## config.mk

```make
export PLATFORM = sky130hd
export DESIGN_NAME = hbil_top
export DESIGN_NICKNAME = d
export VERILOG_FILES = /design/src/hbil_rx_sampler.sv /design/src/hbil_top.sv
export SDC_FILE = /design/constraint.sdc
export NUM_CORES = 1
export LEC_CHECK = 0
export ABC_AREA = 0
export BUFFER_PORTS_ARGS = -buffer_cell sky130_fd_sc_hd__buf_2
export CORE_ASPECT_RATIO = 1.4
export CORE_UTILIZATION = 57
export CTS_BUF_LIST = sky130_fd_sc_hd__clkbuf_2
export CTS_CLUSTER_DIAMETER = 40
export DETAILED_ROUTE_END_ITERATION = 16
export GPL_TIMING_DRIVEN = 0
export PLACE_DENSITY = 0.75
export RECOVER_POWER = 50
export SLEW_MARGIN = 0
export SYNTH_ARGS = -nofsm -noshare
export SYNTH_HDL_FRONTEND = slang
export SYNTH_SLANG_ARGS = --single-unit
```

## constraint.sdc

```tcl
create_clock -name clock_i -period 3.3 [get_ports clock_i]
set_clock_uncertainty 0.15 [all_clocks]
set_input_delay 0.825 -clock clock_i [delete_from_list [all_inputs] [get_ports clock_i]]
set_output_delay 0.825 -clock clock_i [all_outputs]
set_load 0.05 [all_outputs]
```

## src/hbil_rx_sampler.sv

```systemverilog
// Shared constants and the receive pin sampler of the host bus interrupt logic
`default_nettype none

package hbil_pkg;
  // Register indexes on the host bus (one word each)
  localparam logic [3:0] IDX_CONFIG = 4'h0;
  localparam logic [3:0] IDX_TX_CTRL = 4'h1;
  localparam logic [3:0] IDX_TX_STAT = 4'h2;
  localparam logic [3:0] IDX_DATA = 4'h3;
  localparam logic [3:0] IDX_RX_CTRL = 4'h5;
  localparam logic [3:0] IDX_RX_SLOT = 4'h8;
  localparam logic [3:0] IDX_EDGE = 4'h9;
  localparam logic [3:0] IDX_RX_MODE = 4'hB;
  localparam logic [3:0] IDX_ALT_LAST = 4'hD;
  localparam logic [3:0] IDX_MASK = 4'hE;
  localparam logic [3:0] IDX_STATUS = 4'hF;
  // Storage slots: 0..15 foreground, 16..18 alternate bank
  localparam int NUM_SLOTS = 19;
  localparam logic [4:0] SLOT_ALT_BASE = 5'h10;
  localparam logic [4:0] SLOT_ALT_FIRST = 5'h10;
  // Configuration register fields
  localparam int CFG_DYN_BIT = 0;
  localparam int CFG_POL_BIT = 1;
  localparam int CFG_BM_BIT = 3;
  localparam int CFG_BANK_BIT = 4;
  localparam int CFG_TRANSP_BIT = 5;
  // Other control fields
  localparam int RXC_PIN_FN_BIT = 6;
  localparam int RXS_INPUT_SEL_BIT = 7;
  localparam int EDGE_RX_BIT = 0;
  localparam int RXM_INVERT_BIT = 7;
  localparam int ALT1_START_BIT = 3;
  localparam int TXS_LIVE_BIT = 7;
  localparam int LEVEL_W = 6;
  localparam int COUNT_W = 7;
  // Interrupt status bit positions
  localparam int FLAG_W = 7;
  localparam int ST_TX_DONE = 0;
  localparam int ST_TX_SPACE = 1;
  localparam int ST_UNDERRUN = 2;
  localparam int ST_RX_FILL = 3;
  localparam int ST_FRAME_END = 4;
  localparam int ST_OVERRUN = 5;
  localparam int ST_IDLE = 6;
  // Values after reset
  localparam logic [7:0] RST_REG = 8'h00;
  localparam logic [7:0] RST_EDGE = 8'h01;
  localparam logic RST_IRQ_PIN = 1'b1;
endpackage

module hbil_rx_sampler (
  input wire logic clock_i,
  input wire logic sys_rst_i,
  input wire logic pin_function_i,
  input wire logic input_select_i,
  input wire logic edge_rising_i,
  input wire logic invert_i,
  input wire logic rx_shared_pin_i,
  input wire logic receive_data_first_i,
  input wire logic transmit_clock_in_i,
  output logic rx_bit_o,
  output logic rx_bit_valid_o
);
  typedef struct packed {
    logic clk_d;
    logic bit_v;
    logic valid;
  } hbil_smp_state_type;

  hbil_smp_state_type state_r, state_nxt;
  logic clk_sel, edge_hit, data_sel;

  // Clock source and data input selection
  always_comb begin
    clk_sel = pin_function_i ? transmit_clock_in_i : rx_shared_pin_i;
    data_sel = (pin_function_i && input_select_i) ? rx_shared_pin_i
                                                  : receive_data_first_i;
    edge_hit = edge_rising_i ? (clk_sel && !state_r.clk_d)
                             : (!clk_sel && state_r.clk_d);
    state_nxt = state_r;
    state_nxt.clk_d = clk_sel;
    state_nxt.valid = edge_hit;
    if (edge_hit) begin
      state_nxt.bit_v = data_sel ^ invert_i;
    end
  end

  // Sampling works only while the serial clock stays under half our rate
  always_ff @(posedge clock_i) begin
    if (sys_rst_i) begin
      state_r <= '0;
    end else begin
      state_r <= state_nxt;
    end
  end

  assign rx_bit_o = state_r.bit_v;
  assign rx_bit_valid_o = state_r.valid;

  property p_rise_edge;
    @(posedge clock_i) disable iff (sys_rst_i)
      (edge_rising_i && !pin_function_i && rx_shared_pin_i && !state_r.clk_d)
      |=> rx_bit_valid_o;
  endproperty
  a_rise_edge: assert property (p_rise_edge) else $error("missed receive clock edge");

  property p_pin_function;
    @(posedge clock_i) disable iff (sys_rst_i)
      (pin_function_i && input_select_i && !invert_i && edge_hit)
      |=> (rx_bit_o == $past(rx_shared_pin_i));
  endproperty
  a_pin_function: assert property (p_pin_function) else $error("second input not taken");
endmodule

`default_nettype wire

```

## src/hbil_top.sv

```systemverilog
// Host register interface and interrupt logic of the serial controller
//
// Contract
// - Shared pin is receive clock when pin function bit 0, second data when 1.
// - Rising receive edge after reset; falling when edge select cleared.
// - Second-data mode clocks from transmit clock; input select 1 picks second data.
// - Nineteen registers reached through sixteen host locations.
// - Address taken from the four low lines plus line six; lines four and five must be low.
// - Bank select 1 maps indexes 11 to 13 onto the alternate registers.
// - Interrupt output active level follows the polarity bit.
// - Status records every condition; masked ones never move the output.
// - Output asserts on first unmasked condition, holds until status read.
// - Condition during status read gives deassert then reassert.
// - Masking sole active condition deasserts; unmasking active one asserts.
// - Nondynamic mode: status read clears; condition must recur to flag again.
// - Dynamic mode: space and fill flags clear only when remedied.
// - Live space copy in transmit status tracks condition, no interrupt.
// - Transparent mode disables frame end, idle, underrun; done flags underrun.
// - Polled start bit in first alternate register; fill level one interrupts on start.
// - Space flag sets when free room covers the trigger level.
// - Fill flag sets when receive buffer reaches the fill level.
`default_nettype none

module hbil_top (
  input wire logic clock_i,
  input wire logic sys_rst_i,
  // Avalon-MM slave
  input wire logic [6:0] avs_address_i,
  input wire logic avs_read_i,
  input wire logic avs_write_i,
  input wire logic [7:0] avs_writedata_i,
  output logic [7:0] avs_readdata_o,
  output logic avs_waitrequest_o,
  output logic irq_pin_o,
  // Buffer levels and event pulses from the data path
  input wire logic [hbil_pkg::COUNT_W-1:0] tx_free_count_i,
  input wire logic [hbil_pkg::COUNT_W-1:0] rx_count_i,
  input wire logic tx_done_evt_i,
  input wire logic tx_underrun_evt_i,
  input wire logic rx_frame_end_evt_i,
  input wire logic rx_overrun_evt_i,
  input wire logic rx_idle_evt_i,
  input wire logic rx_start_evt_i,
  // Serial receive pins
  input wire logic rx_shared_pin_i,
  input wire logic receive_data_first_i,
  input wire logic transmit_clock_in_i,
  output logic rx_bit_o,
  output logic rx_bit_valid_o
);
  import hbil_pkg::*;

  typedef struct packed {
    logic [NUM_SLOTS-1:0][7:0] regs;
    logic waitreq;
    logic [7:0] rdata;
    logic [4:0] slot;
    logic slot_ok;
    logic [FLAG_W-1:0] flags;
    logic rx_start;
    logic tx_cond_d;
    logic rx_cond_d;
    logic irq_pin;
  } hbil_state_type;

  hbil_state_type state_r, state_nxt;

  // Map a bus address to a storage slot; bit 6 is the block move window
  function automatic logic [5:0] hbil_decode(input logic [6:0] addr,
                                             input logic bank, input logic bm);
    logic [4:0] idx;
    logic ok;
    idx = {1'b0, addr[3:0]};
    ok = 1'b1;
    if (addr[6]) begin
      idx = {1'b0, IDX_DATA};
      ok = bm;
    end else if (bank && addr[3:0] >= IDX_RX_MODE && addr[3:0] <= IDX_ALT_LAST) begin
      idx = SLOT_ALT_BASE + {1'b0, addr[3:0] - IDX_RX_MODE};
    end
    if (addr[5:4] != 2'h0) begin
      ok = 1'b0;
    end
    return {ok, idx};
  endfunction

  logic cfg_dyn, cfg_pol, cfg_bank, cfg_bm, cfg_transp;
  logic tx_cond, rx_cond, access, req_new, done, rd_status, rd_alt1;
  logic [FLAG_W-1:0] ev, clr, mask, dyn_keep;
  logic [5:0] dec;
  logic gated, late_evt;

  // Configuration fields
  assign cfg_dyn = state_r.regs[IDX_CONFIG][CFG_DYN_BIT];
  assign cfg_pol = state_r.regs[IDX_CONFIG][CFG_POL_BIT];
  assign cfg_bm = state_r.regs[IDX_CONFIG][CFG_BM_BIT];
  assign cfg_bank = state_r.regs[IDX_CONFIG][CFG_BANK_BIT];
  assign cfg_transp = state_r.regs[IDX_CONFIG][CFG_TRANSP_BIT];
  assign mask = state_r.regs[IDX_MASK][FLAG_W-1:0];

  // Level conditions from the buffers
  assign tx_cond = tx_free_count_i >= {1'b0, state_r.regs[IDX_TX_CTRL][LEVEL_W-1:0]};
  assign rx_cond = rx_count_i >= {1'b0, state_r.regs[IDX_RX_CTRL][LEVEL_W-1:0]};

  // Bus handshake terms; one wait cycle per access
  assign access = avs_read_i || avs_write_i;
  assign req_new = access && state_r.waitreq;
  assign done = access && !state_r.waitreq;
  assign dec = hbil_decode(avs_address_i, cfg_bank, cfg_bm);
  assign rd_status = done && avs_read_i && state_r.slot_ok
                     && state_r.slot == {1'b0, IDX_STATUS};
  assign rd_alt1 = done && avs_read_i && state_r.slot_ok && state_r.slot == SLOT_ALT_FIRST;

  // Event vector; transparent mode drops framing events
  always_comb begin
    ev = '0;
    ev[ST_TX_DONE] = tx_done_evt_i || (cfg_transp && tx_underrun_evt_i);
    ev[ST_TX_SPACE] = tx_cond && !state_r.tx_cond_d;
    ev[ST_UNDERRUN] = !cfg_transp && tx_underrun_evt_i;
    ev[ST_RX_FILL] = rx_cond && !state_r.rx_cond_d;
    ev[ST_FRAME_END] = !cfg_transp && rx_frame_end_evt_i;
    ev[ST_OVERRUN] = rx_overrun_evt_i;
    ev[ST_IDLE] = !cfg_transp && rx_idle_evt_i;
  end

  // Level flags held by their conditions in dynamic mode
  always_comb begin
    dyn_keep = '0;
    if (cfg_dyn) begin
      dyn_keep[ST_TX_SPACE] = 1'b1;
      dyn_keep[ST_RX_FILL] = 1'b1;
    end
    clr = rd_status ? ~dyn_keep : '0;
  end

  // Next state
  always_comb begin
    state_nxt = state_r;
    state_nxt.tx_cond_d = tx_cond;
    state_nxt.rx_cond_d = rx_cond;
    // Requests are registered before any register or flag moves
    if (req_new) begin
      state_nxt.waitreq = 1'b0;
      state_nxt.slot = dec[4:0];
      state_nxt.slot_ok = dec[5];
      state_nxt.rdata = 8'h00;
      if (dec[5]) begin
        case (dec[4:0])
          {1'b0, IDX_STATUS}: state_nxt.rdata = {1'b0, state_r.flags};
          {1'b0, IDX_TX_STAT}: state_nxt.rdata = {tx_cond, tx_free_count_i};
          SLOT_ALT_FIRST: begin
            state_nxt.rdata = state_r.regs[SLOT_ALT_FIRST];
            state_nxt.rdata[ALT1_START_BIT] = state_r.rx_start;
          end
          default: state_nxt.rdata = state_r.regs[dec[4:0]];
        endcase
      end
    end
    // Completion edge: write lands, answer released
    if (done) begin
      state_nxt.waitreq = 1'b1;
      if (avs_write_i && state_r.slot_ok && state_r.slot != {1'b0, IDX_STATUS}
          && state_r.slot != {1'b0, IDX_TX_STAT}) begin
        state_nxt.regs[state_r.slot] = avs_writedata_i;
      end
    end
    // Flags record all conditions; the set beats a read clear
    state_nxt.flags = (state_r.flags & ~clr) | ev;
    if (cfg_dyn) begin
      state_nxt.flags[ST_TX_SPACE] = tx_cond;
      state_nxt.flags[ST_RX_FILL] = rx_cond;
    end
    state_nxt.rx_start = (state_r.rx_start && !rd_alt1) || rx_start_evt_i;
    // Gap of one cycle when a new unmasked event meets the clearing read
    late_evt = rd_status && |(ev & mask) && !(|(state_r.flags & mask & dyn_keep));
    gated = |(state_nxt.flags & mask) && !late_evt;
    state_nxt.irq_pin = cfg_pol ? gated : !gated;
  end

  // State register
  always_ff @(posedge clock_i) begin
    if (sys_rst_i) begin
      state_r <= '0;
      state_r.regs[IDX_EDGE] <= RST_EDGE;
      state_r.waitreq <= 1'b1;
      state_r.irq_pin <= RST_IRQ_PIN;
    end else begin
      state_r <= state_nxt;
    end
  end

  assign avs_readdata_o = state_r.rdata;
  assign avs_waitrequest_o = state_r.waitreq;
  assign irq_pin_o = state_r.irq_pin;

  // Receive pin sampler
  hbil_rx_sampler u_sampler (
    .clock_i(clock_i),
    .sys_rst_i(sys_rst_i),
    .pin_function_i(state_r.regs[IDX_RX_CTRL][RXC_PIN_FN_BIT]),
    .input_select_i(state_r.regs[IDX_RX_SLOT][RXS_INPUT_SEL_BIT]),
    .edge_rising_i(state_r.regs[IDX_EDGE][EDGE_RX_BIT]),
    .invert_i(state_r.regs[IDX_RX_MODE][RXM_INVERT_BIT]),
    .rx_shared_pin_i(rx_shared_pin_i),
    .receive_data_first_i(receive_data_first_i),
    .transmit_clock_in_i(transmit_clock_in_i),
    .rx_bit_o(rx_bit_o),
    .rx_bit_valid_o(rx_bit_valid_o)
  );

  property p_answer;
    @(posedge clock_i) disable iff (sys_rst_i)
      (access && avs_waitrequest_o) |=> !avs_waitrequest_o ##1 avs_waitrequest_o;
  endproperty
  a_answer: assert property (p_answer) else $error("answer not in one cycle");

  property p_read_clear;
    @(posedge clock_i) disable iff (sys_rst_i)
      (rd_status && !cfg_dyn && ev == '0) |=> (state_r.flags == '0);
  endproperty
  a_read_clear: assert property (p_read_clear) else $error("status read did not clear");

  property p_record;
    @(posedge clock_i) disable iff (sys_rst_i)
      rx_overrun_evt_i |=> state_r.flags[ST_OVERRUN];
  endproperty
  a_record: assert property (p_record) else $error("condition not recorded");

  property p_hold;
    @(posedge clock_i) disable iff (sys_rst_i)
      (|(state_r.flags & mask & ~dyn_keep) && !rd_status && $stable(cfg_pol) && !done)
      |=> (irq_pin_o == $past(cfg_pol));
  endproperty
  a_hold: assert property (p_hold) else $error("interrupt not held");

  property p_quiet;
    @(posedge clock_i) disable iff (sys_rst_i)
      ((state_r.flags & mask) == '0 && (ev & mask) == '0 && !cfg_dyn && !done)
      |=> (irq_pin_o != $past(cfg_pol));
  endproperty
  a_quiet: assert property (p_quiet) else $error("interrupt with nothing unmasked");

  property p_gap;
    @(posedge clock_i) disable iff (sys_rst_i)
      late_evt |=> (irq_pin_o != $past(cfg_pol)) ##1 (irq_pin_o == $past(cfg_pol, 2));
  endproperty
  a_gap: assert property (p_gap) else $error("no deassert and reassert");

  property p_dyn_hold;
    @(posedge clock_i) disable iff (sys_rst_i)
      (cfg_dyn && tx_cond && mask[ST_TX_SPACE] && !done) |=> (irq_pin_o == $past(cfg_pol));
  endproperty
  a_dyn_hold: assert property (p_dyn_hold) else $error("dynamic flag dropped");

  property p_live;
    @(posedge clock_i) disable iff (sys_rst_i)
      (req_new && dec == {1'b1, 1'b0, IDX_TX_STAT})
      |=> (avs_readdata_o[TXS_LIVE_BIT] == $past(tx_cond));
  endproperty
  a_live: assert property (p_live) else $error("live space bit wrong");

  property p_transp;
    @(posedge clock_i) disable iff (sys_rst_i)
      (cfg_transp && !state_r.flags[ST_FRAME_END]) |=> !state_r.flags[ST_FRAME_END];
  endproperty
  a_transp: assert property (p_transp) else $error("frame end in transparent mode");
endmodule

`default_nettype wire

```

==> results of run 1 <==
[sequential cells by signal, summed over array words and instances (netlist names)]
name,cells
irq_pin_o,1
cfg_transp,1
cfg_bm,1
u_sampler.rx_bit_o,1
cfg_bank,1
avs_waitrequest_o,1
state_r,156
cfg_pol,1
mask,7
cfg_dyn,1
avs_readdata_o,8
u_sampler.rx_bit_valid_o,1
u_sampler.state_r,1
[final timing paths]
path	from	to	cells past startpoint
setup / recovery	avs_address_i[0]	avs_readdata_o[5]	13
hold / removal	rx_overrun_evt_i	state_r[9]	3
setup reg to reg	avs_waitrequest_o	state_r[50]	8
hold reg to reg	state_r[41]	state_r[41]	2
[worst max-delay path, stage by stage]
cell and delay, ns:
buf_2 0.11, clkbuf_2 0.22, inv_1 0.08, ha_1 0.24, nor3b_4 0.31, nor2_1 0.11
a211o_1 0.31, buf_6 0.14, a21oi_1 0.58, nand2_1 0.22, o221ai_1 0.20, nor3_1 0.11
nor4_1 0.22
[cell type report]
cell class	count	area share (%)
multi-input cells	707	48.86
flip-flops and latches	181	38.79
plain buffers	82	4.340
well taps	189	2.531
repair buffers	42	2.130
clock inverters	14	1.607
clock buffers	17	0.9108
inverters	20	0.8036
diodes	1	0.02679
[report_power, final]
group / leakage [nW] / internal, mW / switching [mW] / total, mW
Combinational: 2.55 / 0.114 / 0.282 / 0.395
Sequential: 1.46 / 2.21 / 0.0160 / 2.23
Clock: 0.145 / 0.355 / 0.807 / 1.16
Total: 4.16 / 2.68 / 1.10 / 3.79
[per-stage QoR]
step	util [%]	power, mW	setup slack, ns	area (um2)	TNS, ns
after floorplan	-	2.512	0.06131	8656	0
after global placement	62.15	2.647	-0.7846	9097	-6.014
after detailed placement	62.15	2.650	-0.7991	9097	-6.037
after CTS	63.75	3.768	0.03969	9333	0
after global routing	63.81	3.903	0.09366	9341	0
final	63.81	3.785	0.1972	9341	0
[timing repair]
item	CTS	global route
hold endpoints to repair	0	0
setup endpoints to repair	0	7
buffers inserted	0	1
resized for setup	0	4
[cell usage in the layout, fill, tap and decap left out, types with 4 or more instances in the layout]
cell type,count
nor2b_1,26
o21ai_0,20
buf_6,5
a211oi_1,4
o21ai_1,4
nor3_1,14
mux2_2,10
nand2_1,102
ha_1,15
a221oi_1,15
nor2_1,120
nor4_1,7
buf_4,15
inv_1,20
dfxtp_1,181
inv_6,4
nand4_1,5
mux2i_1,141
o221ai_1,7
clkbuf_1,68
buf_2,35
a32oi_1,7
a21oi_1,95
nand3_1,53
clkbuf_2,18
a222oi_1,9
[cell families (layout without fill, tap and decap cells)]
kind of cell | after synthesis | after routing | synth area share (%)
buffers and inverters | 102 | 175 | 5.537
other | 0 | 1 | 0
and+or+nand+nor | 355 | 355 | 19.04
AOI/OAI and AO/OA | 185 | 185 | 13.68
DFF | 181 | 181 | 41.87
xor gates and xnor gates | 1 | 1 | 0.1012
adders and majority gates | 15 | 15 | 2.169
muxes | 151 | 151 | 17.61
[layer usage]
metal  global-route usage, %  wire length, um  part of all wire [%]
met5                       0                0                     0
met4                   25.14             2020                   7.5
met3                   6.349             2069                   7.7
met2                   56.79            12670                    47
met1                   41.62            10130                    38
==> results.ini, run 1 <==
[run]
drv_cap = 0

[timing]
worst_pin_slew_ns = 0.8805
maxSlewViolCount = 0
whs_ns = 0.07219
finalCritPeriodShare_pct = 94.02
max_slew_margin_pct = 40.81
setup_viol_count_final = 0
fin_crit_ns = 3.103
rsz0062_at_grt = false
fmax_mhz = 322.3
hold_violations = 0

[final_layout]
stdcell_count = 1253
nets = 1108
multi_input_area_um2 = 4564
area_growth_pct = 7.937
layout.area.seq_um2 = 3623
fillers = 1321
drive_gt1_share_pct = 10.54

[clock_network]
clockRootBuffer = clkbuf_2
insertion_delay_ns = 0.80
clk_transition_reported_paths_ns = 0.26
clockBufferDepth = 2
htree_levels = 4
hold_buffers = 0
clock_sinks = 181
cts_tree = yes
numCtsBuffers = 17

[placement]
finalWeightedCongestion = 0.9376
io_buffers = 41
dp_cells = 1220
hpwl_um = 19960

[route]
drt_wl_total_um = 26900
vias = 7820
drt_iter0_markers = 825
postRouteAntennaNets = 0
drc_errors = 0
via_per_inst = 6.241
firstDrtPassIters = 12
post_drt_wl_per_cell_um = 21.47

[die]
die_h_um = 147.8
start_util_pct = 59.12
rows = 52
die_w_um = 106.1
io_pins = 54
die_area_um2 = 15690
core_area_um2 = 14640

[global_routing]
grt_max_degree = 17
antenna_found_initial = 1
grt_pass1_vias = 7205
grt_use_total_pct = 35.08
overflow = 0
grt_pass1_wl_um = 40900

[critical_path]
rrSetupSlack_ns = 0.36
path_class = in -> reg
required_ns = 3.89
critPathCaptureType = flop
path_max_fanout = 10
cp-start-kind = input pin
worstPathArrival_ns = 3.69

[yosys]
yosysWarnings = 0
synth.distinct_cells = 53
yosys.area.top_type_share_pct = 41.87
synth_area_leader_cell = dfxtp_1
syn_area_per_cell_um2 = 8.742
postSynthCellCount = 990
synthTopCellsByArea = dfxtp_1 42%, mux2i_1 16%, a21oi_1 5.5%
yosys-top-cells-count = 181 x dfxtp_1, 141 x mux2i_1, 120 x nor2_1
yosysMostFrequentCell = dfxtp_1
async_reset_ff_share_pct = 0
synth.cell_area_um2 = 8655
ys_ff_latch = 181
synth-edff-count = 0
synth_nets = 1047
ys_seq_area_share_pct = 41.87
synth_ff_type = dfxtp_1

[power_and_ir_drop]
power.density_nw_per_um2 = 405.2
leakage_nw = 4.155
ir_drop_mv = 0.1973

[outcome]
status = completed

[hold_path]
min_path_type = in -> reg

No activity file was read; power rests on OpenSTA's default activity.
==> inputs of run 2 (changes only) <==
--- a/config.mk
+++ b/config.mk
@@ -8,14 +8,15 @@
 export ABC_AREA = 0
 export BUFFER_PORTS_ARGS = -buffer_cell sky130_fd_sc_hd__buf_2
 export CORE_ASPECT_RATIO = 1.4
-export CORE_UTILIZATION = 57
+export CORE_UTILIZATION = 40
 export CTS_BUF_LIST = sky130_fd_sc_hd__clkbuf_2
 export CTS_CLUSTER_DIAMETER = 40
 export DETAILED_ROUTE_END_ITERATION = 16
 export GPL_TIMING_DRIVEN = 0
-export PLACE_DENSITY = 0.75
+export PLACE_DENSITY = 0.55
 export RECOVER_POWER = 50
 export SLEW_MARGIN = 0
 export SYNTH_ARGS = -nofsm -noshare
 export SYNTH_HDL_FRONTEND = slang
 export SYNTH_SLANG_ARGS = --single-unit
+export TNS_END_PERCENT = 5
==> run 2 against run 1 <==
Sequential share of layout area is 0.43 points lower. Count of clock-buffer cells in the layout is 3 higher. Utilization is 19 points lower. Wire length is 9.7% higher. Critical endpoint is now avs_readdata_o[2]. Largest power group unchanged.
==> results.ini, run 2 (same netlist as run 1, synthesis figures left out) <==
[outcome]
status = completed

[timing]
finalCritPeriodShare_pct = 95.05
fin_tns_setup_ns = 0
worst_pin_slew_ns = 1.163
fin_crit_ns = 3.137
fmax_mhz = 318.8
setup_viol_count_final = 0
max_slew_margin_pct = 21.79
rsz0062_at_grt = true
maxSlewViolCount = 0
hold_violations = 0

[critical_path]
max_stage_delay_ns = 0.49
cp-start-kind = input pin
worstPathArrival_ns = 3.65
ff2ff_path_depth = 10
cpMaxStageDelayCell = nor2_1
path_class = in -> reg
rrSetupSlack_ns = 0.34
required_ns = 3.81
cpMostUsedCell = nor2_1
startpoint = avs_address_i[0]
crit_buf_inv = 3
r2r_start = state_r[35]
path_max_fanout = 10
critPathCaptureType = flop
timing.rr.end = irq_pin_o
crit_family = compound AO/OA/AOI/OAI gates
crit_chain = buf_2, clkbuf_2, inv_1, ha_1, o21ai_1, nor2_1, a211oi_4, nand2_1, nor2_1, a32oi_1, a21oi_1, nor4_1

[die]
die_area_um2 = 22240
core_area_um2 = 21200
die_h_um = 176.0
rows = 63
io_pins = 54
die_w_um = 126.3
start_util_pct = 40.82

[final_layout]
fin_util_pct = 44.55
registers.top_by_ff_count = state_r
drive_gt1_share_pct = 11.38
stdcell_count = 1324
final_cell_mix = 181 x dfxtp_1, 141 x mux2i_1, 120 x nor2_1
area_growth_pct = 9.151
final_common_cell = dfxtp_1
nets = 1107
design_area_um2 = 9447
largest_reg_flops = 156

[clock_network]
clockBufferDepth = 2
postCtsSetupBuffers = 0
clockRootBuffer = clkbuf_2
clock_sinks = 181
htree_levels = 4
insertion_delay_ns = 0.79
cts_tree = yes
hold_buffers = 0
clk_transition_reported_paths_ns = 0.23
numCtsBuffers = 17

[power_and_ir_drop]
ir_drop_mv = 0.2236
p_total_mw = 3.821
leakage_nw = 4.197
power.density_nw_per_um2 = 404.5

[hold_path]
hold_depth = 3
min_from = rx_start_evt_i
min_path_type = in -> reg
min_to = state_r[3]

[route]
postRouteAntennaNets = 0
via_per_inst = 5.681
vias = 7521
drt_wl_total_um = 29520
drt_iter0_markers = 710
post_drt_wl_per_cell_um = 22.29
firstDrtPassIters = 5
drc_errors = 0

[global_routing]
overflow = 0
grt_pass1_vias = 7190
grt_use_total_pct = 27.30
antenna_found_initial = 1
grt_pass1_wl_um = 44190
grt_max_degree = 17

[placement]
placed_cell_area_um2 = 9186
io_buffers = 41
hpwl_um = 22280
finalWeightedCongestion = 0.9453
dp_cells = 1291

[run]
drv_cap = 0

-- run 2: changes by cell type in the layout (fill, tap and decap cells not counted), sizes merged --
cell,before,now
clkbuf,86,78
clkinvlp,1,2
clkinv,6,7
bufinv,2,3
buf,55,65
inv,25,20
-- run 2: worst max path at each step --
stage	cells past startpoint	endpoint	slack [ns]
after floorplan	13	avs_readdata_o[5]	0.06
after global placement	12	avs_readdata_o[5]	-1.25
after detailed placement	12	avs_readdata_o[2]	-1.20
after CTS	12	avs_readdata_o[2]	0.12
after global routing	12	avs_readdata_o[4]	-0.01
final	12	avs_readdata_o[2]	0.16
-- run 2: power by group --
part,leakage (nW),switching [mW],internal (mW),total (mW)
registers,1.46,0.0160,2.21,2.23
clock network,0.146,0.773,0.418,1.19
logic,2.59,0.288,0.115,0.403
-- run 2: final cells by class --
cell class                      instances  area (um2)
Antenna cell                            1       2.502
Multi-Input combinational cell        707        4573
Fill cell                            2124       11760
Inverter                               20       75.07
Buffer                                 82       405.4
Timing Repair Buffer                   41       205.2
Tap cell                              260       325.3
Clock buffer                           20       100.1
Sequential cell                       181        3623
Clock inverter                         12       136.4
-- run 2: metal layers --
metal  global-route usage (%)  wire, um
met2                    47.84     14760
met4                    17.02      1651
met3                    3.788      1360
met1                    31.27     11750
met5                        0         0
-- run 2: tightest hold or removal path, delay by kind of cell --
family	cells	cell delay [ns]
AND/OR/NAND/NOR	1	0.06
AO/OA/AOI/OAI	1	0.03
buffers and inverters	1	0.07
-- run 2: repair_timing --
action / 4_1_cts / 5_1_grt
pin swaps: 0 / 0
gates resized for setup: 1 / 3
endpoints found under the setup margin: 7 / 7
-- run 2: per-stage QoR --
| step | worst slack (ns) | hold slack [ns] |
|---|---|---|
| 3_3_place_gp | -1.246 | 0.2886 |
| 5_1_grt | -0.01401 | 0.05315 |
| 6_report | 0.1632 | 0.08853 |
| 4_1_cts | 0.1195 | 0.03729 |
| 2_1_floorplan | 0.06131 | 0.2818 |
| 3_5_place_dp | -1.201 | 0.2967 |
